## config.mk

```make
export PLATFORM = sky130hd
export DESIGN_NAME = dpc_top
export DESIGN_NICKNAME = d
export VERILOG_FILES = /design/src/rtl/dpc_pulse_out.v /design/src/rtl/dpc_top.v
export VERILOG_INCLUDE_DIRS = /design/src /design/src/rtl
export SDC_FILE = /design/constraint.sdc
export NUM_CORES = 1
export LEC_CHECK = 0
export CELL_PAD_IN_SITES_DETAIL_PLACEMENT = 0
export CELL_PAD_IN_SITES_GLOBAL_PLACEMENT = 1
export CORE_MARGIN = 2
export CORE_UTILIZATION = 53
export CTS_BUF_LIST = sky130_fd_sc_hd__clkbuf_16
export DETAILED_ROUTE_END_ITERATION = 12
export DONT_BUFFER_PORTS = 1
export GPL_TIMING_DRIVEN = 1
export PLACE_DENSITY = 0.95
export SYNTH_ARGS = -nofsm -noshare
export SYNTH_HDL_FRONTEND = slang
export SYNTH_SLANG_ARGS = --single-unit
```

## constraint.sdc

```tcl
create_clock -name sys_clk_in -period 3.55 [get_ports sys_clk_in]
set_clock_uncertainty 0.05 [all_clocks]
set_input_delay 0.5325 -clock sys_clk_in [delete_from_list [all_inputs] [get_ports sys_clk_in]]
set_output_delay 0.5325 -clock sys_clk_in [all_outputs]
set_load 0.02 [all_outputs]
```

## src/rtl/dpc_consts.vh

```
// dpc_consts.vh: constants for the dual pulse counter with hold
// assumes a 25 MHz system clock; included by bare name
`ifndef DPC_CONSTS_VH
`define DPC_CONSTS_VH

`define DPC_CLK_HZ        25000000
`define DPC_IN_MIN_US     1000
`define DPC_OUT_MIN_US    4000
`define DPC_OUT_MARGIN_US 100
`define DPC_MAX_RATE_HZ   128
`define DPC_CNT_MAX       28'h9999999
`define DPC_CNT_ZERO      28'h0000000
`define DPC_CNT_W         28
`define DPC_KEY_DB_US     20000

`endif

```

## src/rtl/dpc_pulse_out.v

```verilog
// dpc_pulse_out.v: one output channel, stretches each input event into a pulse, dropping events that arrive while 15 are queued
// assumes events arrive on the same clock as one-cycle pulses
`timescale 1ns/1ns
`default_nettype none
`include "dpc_consts.vh"

module dpc_pulse_out #(
    parameter integer HI_CYCLES  = 102500,
    parameter integer PEND_W     = 4
) (
    input  wire sys_clk_in,
    input  wire sys_rst_in,
    input  wire event_in,
    output wire pulse_out
);
    reg [16:0]       width_r;
    reg              busy_r;
    reg [PEND_W-1:0] pend_r;

    // each event makes one output pulse; events during a pulse queue in pend_r, up to 15, and later ones are dropped
    // so output rate follows input rate up to one pulse per HI_CYCLES+1 cycles, the gap shrinking to one cycle
    always @(posedge sys_clk_in) begin
        if (sys_rst_in) begin
            width_r <= 17'h00000;
            busy_r  <= 1'b0;
            pend_r  <= {PEND_W{1'b0}};
        end else begin
            if (busy_r) begin
                if (width_r == 17'h00001) begin
                    busy_r <= 1'b0; // one low cycle at least
                end
                width_r <= width_r - 17'h00001;
                if (event_in && (pend_r != {PEND_W{1'b1}})) begin
                    pend_r <= pend_r + {{(PEND_W-1){1'b0}}, 1'b1};
                end
            end else if (event_in || (pend_r != {PEND_W{1'b0}})) begin
                busy_r  <= 1'b1;
                width_r <= HI_CYCLES[16:0];
                if (!event_in) begin
                    pend_r <= pend_r - {{(PEND_W-1){1'b0}}, 1'b1};
                end
            end
        end
    end

    assign pulse_out = busy_r;
endmodule // dpc_pulse_out
`default_nettype wire

```

## src/rtl/dpc_top.v

```verilog
// dpc_top.v: two flow pulse counters with hold, reset key, select key
// assumes pins are asynchronous and keys are active-high mechanical buttons
`timescale 1ns/1ns
`default_nettype none
`include "dpc_consts.vh"

module dpc_top #(
    parameter integer CLK_HZ    = `DPC_CLK_HZ,
    parameter integer IN_MIN_US = `DPC_IN_MIN_US,
    parameter integer OUT_US    = `DPC_OUT_MIN_US + `DPC_OUT_MARGIN_US,
    parameter integer KEY_DB_US = `DPC_KEY_DB_US
) (
    input  wire        sys_clk_in,
    input  wire        sys_rst_in,
    input  wire        flow_channel_one_in,
    input  wire        flow_channel_two_in,
    input  wire        hold_in,
    input  wire        reset_key_in,
    input  wire        select_key_in,
    input  wire        two_channel_in,
    output reg  [27:0] disp_count_out,
    output reg         disp_sel_two_out,
    output reg         ovf_one_out,
    output reg         ovf_two_out,
    output wire        pulse_one_out,
    output wire        pulse_two_out
);
    // least input width in cycles, rounded down so a 1 ms pulse always passes
    localparam integer IN_MIN_CYC  = (CLK_HZ / 1000) * IN_MIN_US / 1000;
    localparam integer IN_FILT_CYC = IN_MIN_CYC / 2;
    // output width rounded up
    localparam integer OUT_CYC     = ((CLK_HZ / 1000) * OUT_US + 999) / 1000;
    localparam integer KEY_DB_CYC  = (CLK_HZ / 1000) * KEY_DB_US / 1000;

    // bcd increment over seven digits, with wrap to zero at the maximum
    // seven packed digits are needed to reach the full count before overflow
    function [27:0] bcd_inc;
        input [27:0] v;
        reg   [27:0] d;
        reg          c;
        integer      i;
        begin
            d = v;
            c = 1'b1;
            for (i = 0; i < 7; i = i + 1) begin
                if (c) begin
                    if (d[i*4 +: 4] == 4'h9) begin
                        d[i*4 +: 4] = 4'h0;
                    end else begin
                        d[i*4 +: 4] = d[i*4 +: 4] + 4'h1;
                        c = 1'b0;
                    end
                end
            end
            bcd_inc = d;
        end
    endfunction

    // two-flop synchronisers for every pin except sys_rst_in, which is used directly
    reg [1:0] s_one_r;
    reg [1:0] s_two_r;
    reg [1:0] s_hold_r;
    reg [1:0] s_rkey_r;
    reg [1:0] s_skey_r;
    reg [1:0] s_cfg_r;
    always @(posedge sys_clk_in) begin
        if (sys_rst_in) begin
            s_one_r  <= 2'h0;
            s_two_r  <= 2'h0;
            s_hold_r <= 2'h0; // floating hold pulls low here
            s_rkey_r <= 2'h0;
            s_skey_r <= 2'h0;
            s_cfg_r  <= 2'h0;
        end else begin
            s_one_r  <= {s_one_r[0], flow_channel_one_in};
            s_two_r  <= {s_two_r[0], flow_channel_two_in};
            s_hold_r <= {s_hold_r[0], hold_in};
            s_rkey_r <= {s_rkey_r[0], reset_key_in};
            s_skey_r <= {s_skey_r[0], select_key_in};
            s_cfg_r  <= {s_cfg_r[0], two_channel_in};
        end
    end

    // glitch filter on inputs: only half the least width, no contact debounce
    reg [15:0] f_one_r;
    reg [15:0] f_two_r;
    reg        lv_one_r;
    reg        lv_two_r;
    reg        lv_one_d_r;
    reg        lv_two_d_r;
    always @(posedge sys_clk_in) begin
        if (sys_rst_in) begin
            f_one_r    <= 16'h0000;
            f_two_r    <= 16'h0000;
            lv_one_r   <= 1'b0;
            lv_two_r   <= 1'b0;
            lv_one_d_r <= 1'b0;
            lv_two_d_r <= 1'b0;
        end else begin
            lv_one_d_r <= lv_one_r;
            lv_two_d_r <= lv_two_r;
            if (s_one_r[1] == lv_one_r) begin
                f_one_r <= 16'h0000;
            end else if (f_one_r == IN_FILT_CYC[15:0]) begin
                lv_one_r <= s_one_r[1];
                f_one_r  <= 16'h0000;
            end else begin
                f_one_r <= f_one_r + 16'h0001;
            end
            if (s_two_r[1] == lv_two_r) begin
                f_two_r <= 16'h0000;
            end else if (f_two_r == IN_FILT_CYC[15:0]) begin
                lv_two_r <= s_two_r[1];
                f_two_r  <= 16'h0000;
            end else begin
                f_two_r <= f_two_r + 16'h0001;
            end
        end
    end

    wire ev_one = lv_one_r & ~lv_one_d_r;
    wire ev_two = lv_two_r & ~lv_two_d_r & s_cfg_r[1];

    // key debounce: keys are slow, so a long stable time is affordable
    reg [19:0] kr_cnt_r;
    reg [19:0] ks_cnt_r;
    reg        kr_lv_r;
    reg        ks_lv_r;
    reg        kr_ev_r;
    reg        ks_ev_r;
    always @(posedge sys_clk_in) begin
        if (sys_rst_in) begin
            kr_cnt_r <= 20'h00000;
            ks_cnt_r <= 20'h00000;
            kr_lv_r  <= 1'b0;
            ks_lv_r  <= 1'b0;
            kr_ev_r  <= 1'b0;
            ks_ev_r  <= 1'b0;
        end else begin
            kr_ev_r <= 1'b0;
            ks_ev_r <= 1'b0;
            if (s_rkey_r[1] == kr_lv_r) begin
                kr_cnt_r <= 20'h00000;
            end else if (kr_cnt_r == KEY_DB_CYC[19:0]) begin
                kr_lv_r  <= s_rkey_r[1];
                kr_ev_r  <= s_rkey_r[1];
                kr_cnt_r <= 20'h00000;
            end else begin
                kr_cnt_r <= kr_cnt_r + 20'h00001;
            end
            if (s_skey_r[1] == ks_lv_r) begin
                ks_cnt_r <= 20'h00000;
            end else if (ks_cnt_r == KEY_DB_CYC[19:0]) begin
                ks_lv_r  <= s_skey_r[1];
                ks_ev_r  <= s_skey_r[1];
                ks_cnt_r <= 20'h00000;
            end else begin
                ks_cnt_r <= ks_cnt_r + 20'h00001;
            end
        end
    end

    // counters in packed bcd; reset key beats a coincident pulse
    reg [27:0] cnt_one_r;
    reg [27:0] cnt_two_r;
    wire       run = ~s_hold_r[1];
    always @(posedge sys_clk_in) begin
        if (sys_rst_in || kr_ev_r) begin
            cnt_one_r   <= `DPC_CNT_ZERO;
            cnt_two_r   <= `DPC_CNT_ZERO;
            ovf_one_out <= 1'b0;
            ovf_two_out <= 1'b0;
        end else begin
            if (ev_one && run) begin
                cnt_one_r <= bcd_inc(cnt_one_r);
                if (cnt_one_r == `DPC_CNT_MAX) begin
                    ovf_one_out <= 1'b1;
                end
            end
            if (ev_two && run) begin
                cnt_two_r <= bcd_inc(cnt_two_r);
                if (cnt_two_r == `DPC_CNT_MAX) begin
                    ovf_two_out <= 1'b1;
                end
            end
        end
    end

    // display select; falls back to channel one when only one is fitted
    always @(posedge sys_clk_in) begin
        if (sys_rst_in) begin
            disp_sel_two_out <= 1'b0;
            disp_count_out   <= `DPC_CNT_ZERO;
        end else begin
            if (!s_cfg_r[1]) begin
                disp_sel_two_out <= 1'b0;
            end else if (ks_ev_r) begin
                disp_sel_two_out <= ~disp_sel_two_out;
            end
            disp_count_out <= disp_sel_two_out ? cnt_two_r : cnt_one_r;
        end
    end

    // output pulses run regardless of hold, as the bench counts them itself
    dpc_pulse_out #(
        .HI_CYCLES (OUT_CYC)
    ) u_out_one (
        .sys_clk_in (sys_clk_in),
        .sys_rst_in (sys_rst_in),
        .event_in   (ev_one),
        .pulse_out  (pulse_one_out)
    );

    dpc_pulse_out #(
        .HI_CYCLES (OUT_CYC)
    ) u_out_two (
        .sys_clk_in (sys_clk_in),
        .sys_rst_in (sys_rst_in),
        .event_in   (ev_two),
        .pulse_out  (pulse_two_out)
    );
endmodule // dpc_top
`default_nettype wire

```

==> out/qor.yml <==
clock_tree:
  clock_input_transition_at_the_sequential_cells_of_the_worst_setup_and_hold_paths_ps: 60
  cts.root.buffer_cell: "sky130_fd_sc_hd__clkbuf_16"
  cts_made_buffers: 24
  clkLatencyLatePin_ps: 510
  cts_repair_resize_count: 0
  clock_sinks: 223
  clock_tree.htree_level_count: 1
  clk_path_buf_depth: 3
  post-cts-setup-buffer-count: 0
  cts_hold_buffers: 0
  tritoncts_clock_tree: "done"
sta:
  layout_min_cycle_time_ps: 2480
  grt_setup_unrepaired: "no"
  timing.setup.tns_ps: 0
  tightest_slew_ps: 1070
  finalCritPeriodShare_pct: 69.9
  report.final.hold_viol_count: 0
  final-max-slew-violation-count: 0
  fmax_mhz: 403
  setup_viol: 0
  worst_slew_margin_rel_pct: 28.5
final_layout:
  design.final.nets: 1123
  fillers: 1593
  final_layout_size_suffix_gt1_share_pct: 5.47
  insertedDiodeCount: 0
  finish.instance_area_sq_um: 10700
  final_core_utilization_pct: 59.1
  layout.cells.non_filler: 1344
  area_delta_synth_final_pct: 8.53
yosys:
  avgSynthCellArea_sq_um: 8.92
  synth_cell_count_leaders: "sky130_fd_sc_hd__dfxtp_1 (223), sky130_fd_sc_hd__nor2_1 (188), sky130_fd_sc_hd__xor2_1 (57)"
  synthDominantAreaCellType: "sky130_fd_sc_hd__dfxtp_1"
  synthesized_net_count: 1135
  post_synth_main_area_contributors: "sky130_fd_sc_hd__dfxtp_1 (45%), sky130_fd_sc_hd__nor2_1 (7.1%), sky130_fd_sc_hd__xor2_1 (5.0%)"
  synth_largest_type_area_fraction_pct: 45.1
  synth_area_sq_um: 9890
  post-synth-top-count-cell: "sky130_fd_sc_hd__dfxtp_1"
  synth_sequential_area_ratio_pct: 45.1
  yosys_register_bits: 223
  asyncSetResetFlopFracSynth_pct: 0
  synth_flop_type: "sky130_fd_sc_hd__dfxtp_1"
  yosys.cell_types.count: 68
  yosysWarningCount: 0
  synth_edf_count: 0
  syn_inst: 1109
floorplanning:
  top_level_ports: 41
  die_area_sq_um: 19800
  die_x_um: 141
  initial_core_util_pct: 54.5
  fp.dieH_um: 141
  core_region_area_sq_um: 18100
  fp-row-count: 49
grt:
  grt_first_pass_wirelength_um: 32800
  use_met2_pct: 32.6
  grt_pass1_vias: 7024
  gr-total-overflow: 0
  grt_max_degree: 100
  gr-usage-met3_pct: 3.33
  gr-max-usage-layer: "met2"
  all_layer_gr_usage_pct: 19.3
  global_route.usage.met1_pct: 25.9
  grt_antenna_before_repair: 0
run:
  drv_cap: 0
worst_setup_path:
  highest_cell_delay_on_the_worst_timing_path_ps: 670
  critical_path.slowest_cell: "sky130_fd_sc_hd__and3_1"
  timing_worst_setup_path_type: "flip-flop to flip-flop"
  endpoint_kind: "flip-flop"
  cp_data_required_time_ps: 3940
  path_cells: "and3b_1, and3_1, nand4_1, or3_1, a21oi_1"
  start_kind: "flip-flop"
  critical_path_peak_fanout: 17
  worstPathArrival_ps: 2870
  reg2regPathDepth: 5
placement:
  detailedPlacementHpwl_um: 12400
  gpl.final_weighted_congestion: 0.810
  dpl_cell_area_sq_um: 10000
  numPortBuffers: 0
  numPlacedInstances: 1300
route:
  routed_via_density: 5.54
  route.final.wire_length_um: 18900
  dr_total_vias: 7442
  ant_nets: 0
  drc: 0
  drt_iter0_markers: 490
  first_pass_iters: 5
  post_dr_wirelength_cell_um: 14.1
power_and_ir_drop:
  power_per_cell_area_nw_per_um2: 580
  static-leakage-power_nw: 3.69
  vdd_ir_drop_max_v: 0.000435
min_path:
  timing.hold.worst.class: "input port to flip-flop"
  min_path_cells: 1
status:
  run_status: "complete, no violations"
==> critical path, delay by kind of cell, from the launching register on <==
| kind | cells | cell delay, ps |
|---|---|---|
| flops | 1 | 370 |
| simple gates | 4 | 1820 |
| compound gates | 1 | 150 |
==> cells in the final DEF (no fill, tap or decap), types with 5 or more instances in the layout <==
cell type / netlist / final
sky130_fd_sc_hd__dfxtp_1: 223 / 222
sky130_fd_sc_hd__nor2_1: 188 / 188
sky130_fd_sc_hd__xor2_1: 57 / 57
sky130_fd_sc_hd__nand2_1: 56 / 56
sky130_fd_sc_hd__nand3_1: 54 / 54
sky130_fd_sc_hd__a21oi_1: 47 / 47
sky130_fd_sc_hd__mux2i_1: 43 / 43
sky130_fd_sc_hd__xnor2_1: 42 / 42
sky130_fd_sc_hd__inv_1: 34 / 38
sky130_fd_sc_hd__nor2b_1: 37 / 37
sky130_fd_sc_hd__nand4_1: 33 / 33
sky130_fd_sc_hd__nor3_1: 30 / 30
sky130_fd_sc_hd__clkbuf_16: 0 / 25
sky130_fd_sc_hd__and3_1: 20 / 20
sky130_fd_sc_hd__o21ai_0: 20 / 20
sky130_fd_sc_hd__nor3b_1: 17 / 17
sky130_fd_sc_hd__nor4_1: 17 / 17
sky130_fd_sc_hd__or3_1: 17 / 17
sky130_fd_sc_hd__ha_1: 16 / 16
sky130_fd_sc_hd__or4_1: 12 / 12
sky130_fd_sc_hd__a211oi_1: 10 / 10
sky130_fd_sc_hd__and4_1: 7 / 7
sky130_fd_sc_hd__o311ai_0: 7 / 7
sky130_fd_sc_hd__a31oi_1: 7 / 7
sky130_fd_sc_hd__clkinv_2: 0 / 7
sky130_fd_sc_hd__nand2b_1: 6 / 6
sky130_fd_sc_hd__nand4b_1: 6 / 6
sky130_fd_sc_hd__nor4b_1: 5 / 5
sky130_fd_sc_hd__mux2_2: 5 / 5
sky130_fd_sc_hd__clkinv_1: 0 / 5
==> sequential cells by signal, indices dropped and copies added (netlist names), 4 cells and up <==
signal and count:
u_out_one.pend_r 4, kr_cnt_r 20, u_out_two.width_r 17, ks_cnt_r 20, cnt_two_r 28, disp_count_out 28
f_one_r 16, u_out_one.width_r 17, f_two_r 16, u_out_two.pend_r 4, cnt_one_r 28
==> metrics by stage <==
step,total power [W],worst slack (ps),hold WS [ps]
2_1_floorplan,0.00381,1350,364
5_1_grt,0.00659,864,9.60
6_report,0.00622,1070,33.5
3_3_place_gp,0.00397,1200,378
4_1_cts,0.00629,1100,17.6
3_5_place_dp,0.00400,1110,388
==> layout make-up <==
cell class | instances | area [sq um] | area share, %
repair buffers | 2 | 15.0 | 0.140
multi-input cells | 812 | 5120 | 47.7
flip-flops and latches | 223 | 4470 | 41.6
inverters | 34 | 128 | 1.19
clock buffers | 25 | 626 | 5.83
clock inverters | 19 | 92.6 | 0.863
well taps | 229 | 287 | 2.67
==> power by group <==
part	switching (W)	leakage, nW	internal [W]
logic	0.000562	1.51	0.000474
clock network	0.000994	0.369	0.00127
registers	0.000234	1.81	0.00269
total	0.00179	3.69	0.00443
==> cells by family after synthesis <==
kind of cell | Yosys count | synth area share, %
flops | 223 | 45.1
xor+xnor | 99 | 8.77
mux | 48 | 4.92
fa+ha+maj | 18 | 2.43
compound gates | 115 | 7.16
buf+inv | 74 | 3.09
simple gates | 532 | 28.5
==> metal layers <==
metal	share of wire, %	up-vias
met5	0	-
met4	2.0	0
met3	3.3	30
met2	46	93
met1	49	3466
li1	-	3853
==> path summary, 6_finish.rpt <==
path / startpoint / to / slack [ps]
min: sys_rst_in / s_cfg_r[0]$_SDFF_PP0_ / 30
max: lv_two_r$_SDFFE_PP0P_ / cnt_two_r[25]$_SDFFE_PP0P_ / 1070
max reg2reg: lv_two_r$_SDFFE_PP0P_ / cnt_two_r[25]$_SDFFE_PP0P_ / 1070
min reg2reg: s_skey_r[0]$_SDFF_PP0_ / s_skey_r[1]$_SDFF_PP0_ / 390
Power figures use the tool's default switching activity.
